File: src/decim_a_defs.vh
// register offsets, field positions, reset values and timing counts for the chain a decimator
`ifndef DECIM_A_DEFS_VH
`define DECIM_A_DEFS_VH
`define REG_DELAY_FIRST    8'h7A
`define REG_CHAIN_A        8'h7B
`define REG_DUAL_PP        8'h79
`define BIT_FIRST_EN       6
`define BIT_DELAY_REC_EN   5
`define BIT_DUAL_PP_EN     7
`define RST_DELAY_FIRST    8'h00
`define RST_CHAIN_A        8'h00
`define RST_DUAL_PP        8'h00
`define DELAY_REC_CYCLES   59
`define DATA_W             16
`define MODE_SINGLE        2'h0
`define MODE_DUAL          2'h1
`endif

File: src/decim_chain_a.v
// chain a half-band decimation cascade with fractional delay recovery and registers
`timescale 1ns/1ps
`include "decim_a_defs.vh"
module decim_chain_a
(
    // clock and reset
    input  wire                 core_clk,
    input  wire                 reset_n,
    // register port
    input  wire [7:0]           reg_addr,
    input  wire [7:0]           reg_wdata,
    input  wire                 reg_wr,
    input  wire                 reg_rd,
    output reg  [7:0]           reg_rdata_ff,
    // channel mode from the converter core
    input  wire [1:0]           chan_mode,
    // sample stream in
    input  wire                 in_valid,
    input  wire [`DATA_W-1:0]   in_data,
    output reg                  in_ready_ff,
    // decimated stream out
    output reg                  out_valid_ff,
    output reg  [`DATA_W-1:0]   out_data_ff,
    input  wire                 out_ready,
    // status
    output reg  [3:0]           stage_count_ff
);
    reg [7:0] delay_first_ff;   // delay recovery and first stage control
    reg [7:0] chain_a_ff;       // stage setting bits 8:1
    reg [7:0] dual_pp_ff;       // dual channel post processing control
    reg [1:0] mode_s1_ff;       // mode synchroniser stage one
    reg [1:0] mode_ff;          // synchronised mode
    reg [8:0] avg_cnt_ff;       // input samples gathered this output
    reg [`DATA_W+8:0] acc_ff;   // running sum of gathered samples
    reg [`DATA_W-1:0] buf_data_ff [0:1]; // two entry skid buffer
    reg [1:0] buf_cnt_ff;       // buffer occupancy
    reg       buf_wp_ff;
    reg       buf_rp_ff;

    wire [8:0] setting = {chain_a_ff, delay_first_ff[`BIT_FIRST_EN]};
    wire mode_ok = (mode_ff == `MODE_SINGLE) || (mode_ff == `MODE_DUAL);
    wire is_dual = (mode_ff == `MODE_DUAL);

    // count contiguous ones from the start bit; a gap ends the cascade
    reg [3:0] nxt_stages;
    reg       run;
    integer   j;
    always @*
    begin
        nxt_stages = 4'h0;
        run        = 1'b1;
        for (j = 0; j < 9; j = j + 1)
        begin
            if (is_dual && j == 0)
                run = 1'b1;                                  // first stage forced off in dual
            else if (run && setting[j])
                nxt_stages = nxt_stages + 4'h1;
            else
                run = 1'b0;
        end
        if (!mode_ok)
            nxt_stages = 4'h0;
        if (is_dual && nxt_stages > 4'h8)
            nxt_stages = 4'h8;                               // 256 in dual
    end

    wire delay_en = mode_ok && delay_first_ff[`BIT_DELAY_REC_EN];
    wire [8:0] need = (9'h001 << stage_count_ff) - 9'h001;

    // register writes; mode sampled through two flops as it comes from the core pins
    always @(posedge core_clk or negedge reset_n)
    begin
        if (!reset_n)
        begin
            delay_first_ff <= `RST_DELAY_FIRST;
            chain_a_ff     <= `RST_CHAIN_A;
            dual_pp_ff     <= `RST_DUAL_PP;
            reg_rdata_ff   <= 8'h00;
            mode_s1_ff     <= 2'h0;
            mode_ff        <= 2'h0;
            stage_count_ff <= 4'h0;
        end
        else
        begin
            mode_s1_ff     <= chan_mode;
            mode_ff        <= mode_s1_ff;
            // dual mode needs the post processing enable, else the chain stays off
            stage_count_ff <= (is_dual && !dual_pp_ff[`BIT_DUAL_PP_EN]) ? 4'h0 : nxt_stages;
            if (reg_wr)
            begin
                // factory bits are stored as written; software keeps them
                case (reg_addr)
                    `REG_DELAY_FIRST: delay_first_ff <= reg_wdata;
                    `REG_CHAIN_A:   chain_a_ff   <= reg_wdata;
                    `REG_DUAL_PP:   dual_pp_ff   <= reg_wdata;
                    default:        delay_first_ff <= delay_first_ff;
                endcase
            end
            // read data valid only in the cycle after the strobe; unmapped reads zero
            if (reg_rd)
            begin
                case (reg_addr)
                    `REG_DELAY_FIRST: reg_rdata_ff <= delay_first_ff;
                    `REG_CHAIN_A:   reg_rdata_ff <= chain_a_ff;
                    `REG_DUAL_PP:   reg_rdata_ff <= dual_pp_ff;
                    default:        reg_rdata_ff <= 8'h00;
                endcase
            end
            else
                reg_rdata_ff <= 8'h00;
        end
    end

    // boxcar stand-in for the half-band cascade: one sum per 2^n inputs, halving rate per stage
    wire take = in_valid && in_ready_ff;
    // group sum is wide enough for 512 signed samples; only the low word of the mean is kept
    wire [`DATA_W+8:0] grp_sum  = acc_ff + {{9{in_data[`DATA_W-1]}}, in_data}; // sum including this sample
    wire [`DATA_W+8:0] grp_mean = grp_sum >> stage_count_ff;                   // divide by 2^n
    wire               grp_end  = take && (avg_cnt_ff >= need);                // this take closes a group
    reg  dec_valid_ff;
    reg  [`DATA_W-1:0] dec_data_ff;
    always @(posedge core_clk or negedge reset_n)
    begin
        if (!reset_n)
        begin
            avg_cnt_ff   <= 9'h000;
            acc_ff       <= {(`DATA_W+9){1'b0}};
            dec_valid_ff <= 1'b0;
            dec_data_ff  <= {`DATA_W{1'b0}};
        end
        else
        begin
            dec_valid_ff <= 1'b0;
            if (take)
            begin
                if (avg_cnt_ff >= need)
                begin
                    // last sample of the group: emit scaled mean
                    dec_valid_ff <= 1'b1;
                    dec_data_ff  <= grp_mean[`DATA_W-1:0];
                    avg_cnt_ff   <= 9'h000;
                    acc_ff       <= {(`DATA_W+9){1'b0}};
                end
                else
                begin
                    avg_cnt_ff <= avg_cnt_ff + 9'h001;
                    acc_ff     <= grp_sum;
                end
            end
        end
    end

    // optional fixed latency stage
    wire               dly_valid;
    wire [`DATA_W-1:0] dly_data;
    delay_line u_delay
    (
        .core_clk     (core_clk),
        .reset_n      (reset_n),
        .in_valid     (dec_valid_ff && delay_en),
        .in_data      (dec_data_ff),
        .out_valid_ff (dly_valid),
        .out_data_ff  (dly_data)
    );
    wire               pre_valid = delay_en ? dly_valid : dec_valid_ff;
    wire [`DATA_W-1:0] pre_data  = delay_en ? dly_data  : dec_data_ff;

    // two entry buffer; ready is registered and a taken word lands two cycles later,
    // so ready counts the closing take in flight as well, else a stall drops a word
    // limitation: the delay line holds up to 59 words, so a long stall with delay on can still drop
    wire pop = out_valid_ff && out_ready;
    wire       buf_wr      = pre_valid && (buf_cnt_ff != 2'h2);               // word enters buffer
    wire [1:0] nxt_buf_cnt = buf_cnt_ff + {1'b0, buf_wr} - {1'b0, pop};        // occupancy after this edge
    always @(posedge core_clk or negedge reset_n)
    begin
        if (!reset_n)
        begin
            buf_cnt_ff     <= 2'h0;
            buf_wp_ff      <= 1'b0;
            buf_rp_ff      <= 1'b0;
            buf_data_ff[0] <= {`DATA_W{1'b0}};
            buf_data_ff[1] <= {`DATA_W{1'b0}};
            out_valid_ff   <= 1'b0;
            out_data_ff    <= {`DATA_W{1'b0}};
            in_ready_ff    <= 1'b0;
        end
        else
        begin
            if (pre_valid && buf_cnt_ff != 2'h2)
            begin
                buf_data_ff[buf_wp_ff] <= pre_data;
                buf_wp_ff <= ~buf_wp_ff;
            end
            if (pop)
                buf_rp_ff <= ~buf_rp_ff;
            buf_cnt_ff <= nxt_buf_cnt;
            // present the head; after a pop the other entry becomes head
            if (pop)
            begin
                out_valid_ff <= (buf_cnt_ff == 2'h2) || pre_valid;
                out_data_ff  <= (buf_cnt_ff == 2'h2) ? buf_data_ff[~buf_rp_ff] : pre_data;
            end
            else if (!out_valid_ff && pre_valid)
            begin
                out_valid_ff <= 1'b1;
                out_data_ff  <= pre_data;
            end
            // trade-off: with no stages enabled the input takes two words in every three cycles
            in_ready_ff <= (nxt_buf_cnt == 2'h0) || ((nxt_buf_cnt == 2'h1) && !grp_end);
        end
    end
endmodule // decim_chain_a

File: src/delay_line.v
// fixed-length delay memory for the fractional delay recovery path
`timescale 1ns/1ps
`include "decim_a_defs.vh"
module delay_line
(
    // clock and reset
    input  wire                 core_clk,
    input  wire                 reset_n,
    // sample in
    input  wire                 in_valid,
    input  wire [`DATA_W-1:0]   in_data,
    // delayed sample out, registered
    output reg                  out_valid_ff,
    output reg  [`DATA_W-1:0]   out_data_ff
);
    reg [`DATA_W-1:0] mem_ff [0:`DELAY_REC_CYCLES-2];  // shift memory
    reg [`DELAY_REC_CYCLES-2:0] vld_ff;                 // valid shadow
    integer i;

    // shift every clock so the added latency is exactly the cycle count
    always @(posedge core_clk or negedge reset_n)
    begin
        if (!reset_n)
        begin
            vld_ff       <= {(`DELAY_REC_CYCLES-1){1'b0}};
            out_valid_ff <= 1'b0;
            out_data_ff  <= {`DATA_W{1'b0}};
        end
        else
        begin
            vld_ff       <= {vld_ff[`DELAY_REC_CYCLES-3:0], in_valid};
            out_valid_ff <= vld_ff[`DELAY_REC_CYCLES-2];
            out_data_ff  <= mem_ff[`DELAY_REC_CYCLES-2];
        end
    end

    // data memory carries no reset, only the valid shadow matters
    always @(posedge core_clk)
    begin
        mem_ff[0] <= in_data;
        for (i = 1; i < `DELAY_REC_CYCLES-1; i = i + 1)
            mem_ff[i] <= mem_ff[i-1];
    end
endmodule // delay_line
File: config.mk
export PLATFORM = sky130hd
export DESIGN_NAME = decim_chain_a
export DESIGN_NICKNAME = d
export VERILOG_FILES = /design/src/decim_chain_a.v /design/src/delay_line.v
export VERILOG_INCLUDE_DIRS = /design/src
export SDC_FILE = /design/constraint.sdc
export NUM_CORES = 1
export LEC_CHECK = 0
export ABC_AREA = 1
export BUFFER_PORTS_ARGS = -buffer_cell sky130_fd_sc_hd__clkbuf_2
export CORE_MARGIN = 2
export CORE_UTILIZATION = 60
export CTS_CLUSTER_DIAMETER = 60
export CTS_CLUSTER_SIZE = 8
export DETAILED_ROUTE_END_ITERATION = 7
export GPL_TIMING_DRIVEN = 1
export PLACE_DENSITY = 0.81
export SYNTH_ARGS = -nofsm -noshare
export SYNTH_HDL_FRONTEND = slang
export SYNTH_SLANG_ARGS = --single-unit
File: constraint.sdc
create_clock -name core_clk -period 4.64 [get_ports core_clk]
set_clock_uncertainty 0.15 [all_clocks]
set_input_delay 0.928 -clock core_clk [delete_from_list [all_inputs] [get_ports core_clk]]
set_output_delay 0.928 -clock core_clk [all_outputs]
set_load 0.01 [all_outputs]
==> flow_summary.toml, run 1 <==
[outcome]
outcome = "finished, final reports clean"

[synthesis]
synth_nets = 2354
synth-async-reset-ratio_pct = 19.16
ys.flop_type = "dfxtp_1"
synth_area_leaders = "dfxtp_1 (62%), dfrtp_1 (18%), nand2_1 (4.1%), o21ai_0 (2.1%), inv_1 (2.0%)"
synth_cells = 2269
netlist_area_um2 = 29900
yosysUniqueCellTypes = 52
yosys.area.top_type = "dfxtp_1"
synth_seq_area_share_pct = 80.55
synth_edf_count = 0
synth_area_per_cell_um2 = 13.18
ys_seq_elements = 1148
ys_warn_count = 0
synth_top_area_share_pct = 62.14

[layout]
layout_common_cells = "dfxtp_1 (928), nand2_1 (317), dfrtp_1 (220), clkbuf_16 (166), inv_1 (153)"
final_common_cell = "dfxtp_1"
fin_nets = 2579
antennaDiodeCount = 0
finalInstanceArea_um2 = 36010
drive_gt1_share_pct = 14.61
final_util_pct = 73.42
syn_to_final_growth_pct = 20.46
stdcell_count = 3230

[run]
cap_violations = 0

[grt]
overflow = 0
grt_pass1_wl_mm = 96.34
grt_use_total_pct = 24.81
grt_antenna_before_repair = 2
grt_pass1_vias = 17559
grt_max_degree = 121

[setup_path]
crit_path_frequent_cell = "nand2_2"
critPathSlowestCell = "dfrtp_1"
worstPathRequired_ns = 5.09
worstSetupPathType = "reg2reg"
startpoint_type = "flop"
arrival_ns = 4.75
end_kind = "flop"
cpPeakStageDelay_ns = 0.45
cp_max_fo = 5

[worst_hold_path]
hold_class = "in2async"

[sta]
worst_pin_slew_ns = 1.187
fin_hold_ws_ns = 0.08851
timing.slew.headroom_pct = 20.75
clock.fmax_mhz = 232.3
finalWorstSetupSlack_ns = 0.3356
final-hold-violation-count = 0
min_period_ns = 4.304
finalSetupViolations = 0
fin_crit_sh_pct = 92.77
slew_violations = 0

[placed_design]
place_ws_ns = 0.1317
post-dp-hpwl_mm = 31.41
gp_congestion = 0.8580
place_area_um2 = 31100
io_buffers = 69
placedCellCount = 2983

[die]
die_x_um = 227.2
num_rows = 81
die_area_um2 = 51630
ios = 70
start_util_pct = 60.95
core_area_um2 = 49050
die_h_um = 227.2

[cts]
clk_latency_ns = 0.72
clock-root-buffer = "clkbuf_16"
cts.htree.levels = 4
cts_buffers = 163
cts_tree = "built"
clk_pin_slew_ns = 0.05
clockBufferDepth = 3
clock-sinks = 1148

[power]
max-vdd-ir-drop_mv = 0.6433
p_per_area_nw_per_um2 = 775.9
leakage_nw = 16.40

[routing]
drt-total-wl_mm = 61.00
dr.pass1.iters = 7
vias = 16221
route.detailed.drc = 0
dr.first_iter.drc_count = 1350
vias_per_cell = 5.022
wl_per_cell_um = 18.89
ant_nets = 0
[flip-flops by register name, indices dropped and copies added (netlist names), 2 cells and up]
name                 cells
buf_data_ff             32
stage_count_ff           4
mode_s1_ff               2
dual_pp_ff               8
out_data_ff             16
delay_first_ff           8
reg_rdata_ff             8
buf_cnt_ff               2
avg_cnt_ff               9
u_delay.mem_ff         928
chain_a_ff               8
acc_ff                  25
mode_ff                  2
dec_data_ff             16
u_delay.out_data_ff     16
u_delay.vld_ff          58
[final cells by class]
| class | instances | area [µm²] |
|---|---|---|
| clock inverter | 16 | 362.8 |
| clock buffer | 221 | 4370 |
| tap | 664 | 830.8 |
| inverter | 165 | 621.8 |
| timing repair buffer | 102 | 606.8 |
| fill | 2979 | 13040 |
| sequential | 1148 | 24080 |
| multi-input combinational | 914 | 5137 |
[worst max-delay path: cells and delay by family (launching register included)]
| kind | cells | cell delay [ns] |
|---|---|---|
| buf+inv | 9 | 0.70 |
| simple gates | 20 | 1.76 |
| flops | 1 | 0.45 |
| compound gates | 2 | 0.22 |
| fa+ha+maj | 4 | 0.88 |
[routing by layer]
metal	vias to the layer above	part of all wire, %	track usage [%]
met2	467	50	41.73
met1	7910	42	30.62
met5	-	0	0
met3	132	4.7	6.118
met4	0	3.0	10.69
li1	7712	-	-
[power breakdown]
part | internal, mW | switching [mW] | leakage (nW) | total, mW
Combinational | 0.767 | 1.50 | 3.50 | 2.27
Clock | 6.60 | 4.26 | 2.26 | 10.9
Sequential | 13.5 | 1.33 | 10.6 | 14.8
[per-stage QoR]
| step | power [mW] | TNS (ns) |
|---|---|---|
| after floorplan | 15.61 | 0 |
| after detailed placement | 16.81 | 0 |
| after global placement | 16.63 | 0 |
| after CTS | 28.19 | 0 |
| after global routing | 29.09 | -0.3141 |
| final | 27.94 | 0 |
[path summary, 6_finish.rpt]
kind / startpoint / to / slack (ns) / cells past startpoint
max: chain_a_ff[0] / stage_count_ff[0] / 0.34 / 35
max reg2reg: chain_a_ff[0] / stage_count_ff[0] / 0.34 / 35
min reg2reg: u_delay.mem_ff[25][10] / u_delay.mem_ff[26][10] / 0.16 / 0
min: reset_n / reg_rdata_ff[1] / 0.09 / 1
max in group asynchronous: reset_n / avg_cnt_ff[5] / 3.05 / 2
min in group core_clk: u_delay.mem_ff[25][10] / u_delay.mem_ff[26][10] / 0.16 / 0
[logic make-up after synthesis]
group,count (synthesis),synth area share [%]
flops,1148,80.55
fa+ha+maj,45,1.908
xor+xnor,28,0.8202
mux,35,1.310
buf+inv,207,2.603
simple gates,563,8.123
compound gates,243,4.683
[what timing repair did]
action	in CTS	in global routing
buffers inserted	0	10
endpoints found under the setup margin	0	3
hold buffers	0	0
gates resized for setup	0	31
[Yosys cell counts, types with 3 or more instances]
cell type / number
dfxtp_1: 928
nand2_1: 330
dfrtp_1: 220
inv_1: 158
o21ai_0: 123
nand3_1: 103
nor2_1: 84
a21oi_1: 49
ha_1: 44
clkbuf_1: 33
mux2_2: 33
o211ai_1: 22
xor2_1: 22
nor3_1: 9
buf_1: 8
o21bai_1: 8
a31oi_1: 7
nand2_2: 7
inv_2: 6
nand4_1: 6
xnor2_1: 6
o221ai_1: 5
o22ai_1: 5
a32o_1: 4
a211oi_1: 3
nand2_4: 3
nand3_2: 3
or2_2: 3
(Power assumes the default switching activity.)
==> run 2: changes to the inputs <==
Settings changed: ABC_CLOCK_PERIOD_IN_PS from default to 4640, BUFFER_PORTS_ARGS -buffer_cell sky130_fd_sc_hd__clkbuf_2 to -buffer_cell sky130_fd_sc_hd__buf_2.
==> run 2 against run 1 <==
Clock-buffer cell count decreased by 4. Final cell count decreased by 0.25%. Highest routed layer unchanged. Non-clock buffer count decreased by 7. Global-route usage increased by 0.061 points. First-iteration DRC count decreased by 11%. Worst setup slack got worse by 0.029 ns. Sequential power about the same. Total power decreased by 0.83%. Critical endpoint is now stage_count_ff[1].
==> flow_summary.toml, run 2 (synthesized netlist as in run 1, its figures left out) <==
[routing]
vias = 16237
wl_per_cell_um = 18.99
vias_per_cell = 5.039
ant_nets = 0
drt-total-wl_mm = 61.17
dr.first_iter.drc_count = 1205
dr.pass1.iters = 5
route.detailed.drc = 0

[power]
clock_power_share_pct = 38.3
switching_share_pct = 25.34
combPwrFrac_pct = 8.2
internal-power_mw = 20.69
leakage_nw = 16.32
seqPwrFrac_pct = 53.5
switchingPower_mw = 7.022
max-vdd-ir-drop_mv = 0.4569
p_per_area_nw_per_um2 = 774.7

[run]
cap_violations = 0

[sta]
fin_tns_setup_ns = 0
timing.slew.headroom_pct = 18.54
finalSetupViolations = 0
final-hold-violation-count = 0
fin_hold_ws_ns = 0.1518
clock.fmax_mhz = 230.8
min_period_ns = 4.333
fin_crit_sh_pct = 93.38
slew_violations = 0
worst_pin_slew_ns = 1.221

[layout]
n_fill_cell = 3028
drive_gt1_share_pct = 13.84
syn_to_final_growth_pct = 19.64
multi_input_area_um2 = 5092
final_common_cell = "dfxtp_1"
regArea_um2 = 24080
layout_common_cells = "dfxtp_1 (928), nand2_1 (327), dfrtp_1 (220), clkbuf_16 (164), inv_1 (157)"
regMostFlops = "u_delay.mem_ff"
largest_reg_flops = 928
fin_nets = 2572
top_regs = "u_delay.mem_ff: 928 flops, u_delay.vld_ff: 58 flops, buf_data_ff: 32 flops"
finalInstanceArea_um2 = 35770

[cts]
cts_tree = "built"
cts.htree.levels = 4
clk_pin_slew_ns = 0.05
cts_buffers = 163
clockBufferDepth = 3
clk_latency_ns = 0.74
clock-sinks = 1148
clock-root-buffer = "clkbuf_16"

[setup_path]
arrival_ns = 4.86
critPathBufInv = 7
cp_max_fo = 4
r2r_cells = 35
startpoint_type = "flop"
crit_path_frequent_cell = "nand2_1"
worstSetupPathType = "reg2reg"
worstPathRequired_ns = 5.16
cp_top_family = "simple AND/OR/NAND/NOR gates"
crit_cells = 35
critPathSlowestCell = "dfrtp_1"
end_kind = "flop"
cpPeakStageDelay_ns = 0.39

[die]
ios = 70
num_rows = 81
start_util_pct = 60.95
die_area_um2 = 51630
die_x_um = 227.2
core_area_um2 = 49050
die_h_um = 227.2

[grt]
overflow = 0
use_met2_pct = 43.02
grt_pass1_vias = 17618
met3_usage_pct = 5.318
grt_max_degree = 119
grt_use_total_pct = 24.87
use_met1_pct = 30.54
grt_pass1_wl_mm = 97.04
busiest_layer = "met2"
grt_antenna_before_repair = 0

[placed_design]
io_buffers = 69
place_area_um2 = 31110
gp_congestion = 0.8691
post-dp-hpwl_mm = 31.09

[worst_hold_path]
hold_class = "in2async"

[outcome]
outcome = "finished, final reports clean"
## run 2: cell count changes in the layout (fill, tap and decap cells not counted), moves of 4 or more
| cell | delta |
|---|---|
| buf_2 | +68 |
| buf_4 | -7 |
| clkbuf_2 | -68 |
| clkinv_16 | -5 |
| clkinv_8 | +4 |
| inv_1 | +4 |
| nand2_1 | +10 |
| nand2_2 | -10 |
## run 2: area by class of cell
| cell class | instances | area share (%) |
|---|---|---|
| sequential | 1148 | 67.33 |
| tap | 664 | 2.323 |
| multi-input combinational | 914 | 14.24 |
| inverter | 165 | 1.731 |
| antenna | 1 | 0.006996 |
| clock inverter | 18 | 0.7416 |
| clock buffer | 217 | 12.06 |
| timing repair buffer | 95 | 1.574 |
## run 2: routing by layer
layer  vias to the layer above  share of wire (%)
met4                         0                2.4
met3                       114                4.1
met5                         -                  0
met2                       476                 51
met1                      7956                 42
li1                       7691                  -
## run 2: metrics by stage
stage	std cells	utilization [%]	power, mW	setup WS (ns)
floorplan	2269	-	15.61	0.4341
global placement	2982	63.42	16.63	0.2212
detailed placement	2982	63.42	16.80	0.1439
CTS	3217	72.76	27.95	0.1274
global route	3221	72.92	28.83	-0.04107
finish	3222	72.92	27.71	0.3070
## run 2: repair_timing
item,4_1_cts,5_1_grt
buffers inserted,0,4
gates resized for setup,0,13
endpoints found under the setup margin,0,3
endpoints found under the hold margin,0,0
hold buffers,0,0
## run 2: final timing paths
check,slack [ns],to,start
max in group asynchronous,3.22,buf_data_ff[28],reset_n
setup / recovery,0.31,stage_count_ff[1],mode_ff[1]
hold reg to reg,0.16,u_delay.mem_ff[4][7],u_delay.mem_ff[3][7]
min in group core_clk,0.16,mode_s1_ff[1],chan_mode[1]
hold / removal,0.15,u_delay.vld_ff[20],reset_n
setup reg to reg,0.31,stage_count_ff[1],mode_ff[1]
## run 2: power groups by stage
| stage | combinational (mW) | clock (mW) | sequential (mW) |
|---|---|---|---|
| 2_1_floorplan | 1.42 | 0 | 14.2 |
| 4_1_cts | 2.25 | 10.8 | 14.9 |
| 3_5_place_dp | 2.12 | 0 | 14.7 |
| 3_3_place_gp | 2.06 | 0 | 14.6 |
| 5_1_grt | 2.51 | 11.2 | 15.1 |
| 6_report | 2.27 | 10.6 | 14.8 |
==> run 3: changes to the inputs <==
Settings changed: CORE_UTILIZATION 60 to 63, CTS_BUF_LIST from default to sky130_fd_sc_hd__clkbuf_2, PLACE_DENSITY 0.81 to 0.84.
==> run 3 against run 2 <==
Global-route usage decreased by 2.8 points. Final cell count rose by 0.12%. Sequential share of layout area rose by 5.6 points. Sequential power is essentially flat. First-iteration DRC count is 20% lower. Design area is 7.7% lower. Sequential cell count is the same. Via count is 2.3% lower. Critical path depth grew 2. Clock power fell by 58%. Largest cell class unchanged. Highest routed layer unchanged.
==> flow_summary.toml, run 3 (synthesized netlist as in run 1, its figures left out) <==
[sta]
min_period_ns = 4.372
final-hold-violation-count = 0
timing.slew.headroom_pct = 25.69
fin_tns_setup_ns = 0
clock.fmax_mhz = 228.7
finalSetupViolations = 0
finalWorstSetupSlack_ns = 0.2679
worst_pin_slew_ns = 1.113
slew_violations = 0
fin_hold_ws_ns = 0.1055
fin_crit_sh_pct = 94.23

[layout]
layout_common_cells = "dfxtp_1 (928), nand2_1 (324), dfrtp_1 (220), clkbuf_2 (218), inv_1 (157)"
regMostFlops = "u_delay.mem_ff"
finalInstanceArea_um2 = 33020
drive_gt1_share_pct = 15.48
regArea_um2 = 24080
final_util_pct = 70.77
top_regs = "u_delay.mem_ff: 928 flops, u_delay.vld_ff: 58 flops, buf_data_ff: 32 flops"
syn_to_final_growth_pct = 10.43
largest_reg_flops = 928
fin_nets = 2632
final_common_cell = "dfxtp_1"
n_fill_cell = 3173
multi_input_area_um2 = 5090
stdcell_count = 3226

[cts]
clock-root-buffer = "clkbuf_2"
cts.htree.levels = 4
cts_tree = "built"
cts_buffers = 162
clock-sinks = 1148
clk_pin_slew_ns = 0.18
clk_latency_ns = 1.35
clockBufferDepth = 3

[placed_design]
place_area_um2 = 31030
io_buffers = 69
gp_congestion = 0.8412
place_ws_ns = 0.1828
post-dp-hpwl_mm = 32.28
placedCellCount = 2924

[worst_hold_path]
hold_class = "in2async"

[grt]
grt_max_degree = 124
grt_use_total_pct = 22.04
grt_pass1_wl_mm = 84.77
grt_pass1_vias = 16561
overflow = 0
grt_antenna_before_repair = 3

[setup_path]
startpoint_type = "flop"
arrival_ns = 5.44
worstSetupPathType = "reg2reg"
cp_max_fo = 5
cpPeakStageDelay_ns = 0.43
critPathBufInv = 9
critPathSlowestCell = "dfrtp_1"
worstPathRequired_ns = 5.71
end_kind = "flop"
cp_top_family = "simple AND/OR/NAND/NOR gates"
crit_path_frequent_cell = "nand2_1"

[outcome]
outcome = "finished, final reports clean"

[routing]
dr.first_iter.drc_count = 967
vias = 15859
route.detailed.drc = 0
wl_per_cell_um = 16.00
drt-total-wl_mm = 51.62
vias_per_cell = 4.916
ant_nets = 0
dr.pass1.iters = 8

[die]
die_h_um = 221.8
start_util_pct = 64.08
core_area_um2 = 46650
die_x_um = 221.8
ios = 70
die_area_um2 = 49220
num_rows = 79

[power]
total_power_mw = 21.20
max-vdd-ir-drop_mv = 0.3827
leakage_nw = 15.32
p_per_area_nw_per_um2 = 642.0

[run]
cap_violations = 0
run 3: area by class of cell:
class	instances	area share, %
clock buffer	218	3.305
timing repair buffer	156	3.539
sequential	1148	72.94
antenna	2	0.01516
inverter	165	1.876
clock inverter	16	0.6063
tap	607	2.300
multi-input combinational	914	15.42
run 3: worst register-to-register path, delay by kind of cell, from the launching register on:
| family | cells | cell delay [ns] |
|---|---|---|
| buffers and inverters | 9 | 0.59 |
| flip-flops | 1 | 0.43 |
| AO/OA/AOI/OAI | 3 | 0.39 |
| adder cells (fa/ha/maj) | 4 | 1.05 |
| AND/OR/NAND/NOR | 21 | 1.62 |
run 3: path summary, 6_finish.rpt:
| check | slack (ns) | from | end | cells after the start |
|---|---|---|---|---|
| setup / recovery | 0.27 | mode_ff[1] | stage_count_ff[2] | 37 |
| min in group core_clk | 0.12 | u_delay.mem_ff[38][8] | u_delay.mem_ff[39][8] | 0 |
| setup reg to reg | 0.27 | mode_ff[1] | stage_count_ff[2] | 37 |
| hold / removal | 0.11 | reset_n | u_delay.vld_ff[13] | 2 |
| hold reg to reg | 0.12 | u_delay.mem_ff[38][8] | u_delay.mem_ff[39][8] | 0 |
| max in group asynchronous | 3.26 | reset_n | u_delay.vld_ff[45] | 3 |
run 3: per-layer routing:
layer,share of wire [%],GRT usage [%],wire length (µm),vias up
met5,0,0,0,-
met4,3.1,10.11,1586,0
met3,4.4,5.871,2249,106
met2,47,35.03,24280,374
met1,46,28.56,23510,7538
li1,-,-,-,7841
run 3: where the power goes:
part / switching [mW] / internal [mW]
clock: 3.05 / 1.46
sequential: 1.11 / 13.4
combinational: 1.39 / 0.797
total: 5.54 / 15.7
run 3: what timing repair did:
action	CTS	global route
buffers inserted	0	7
resized for setup	0	12
setup endpoints to repair	0	5
hold endpoints to repair	215	0
hold buffers	59	0
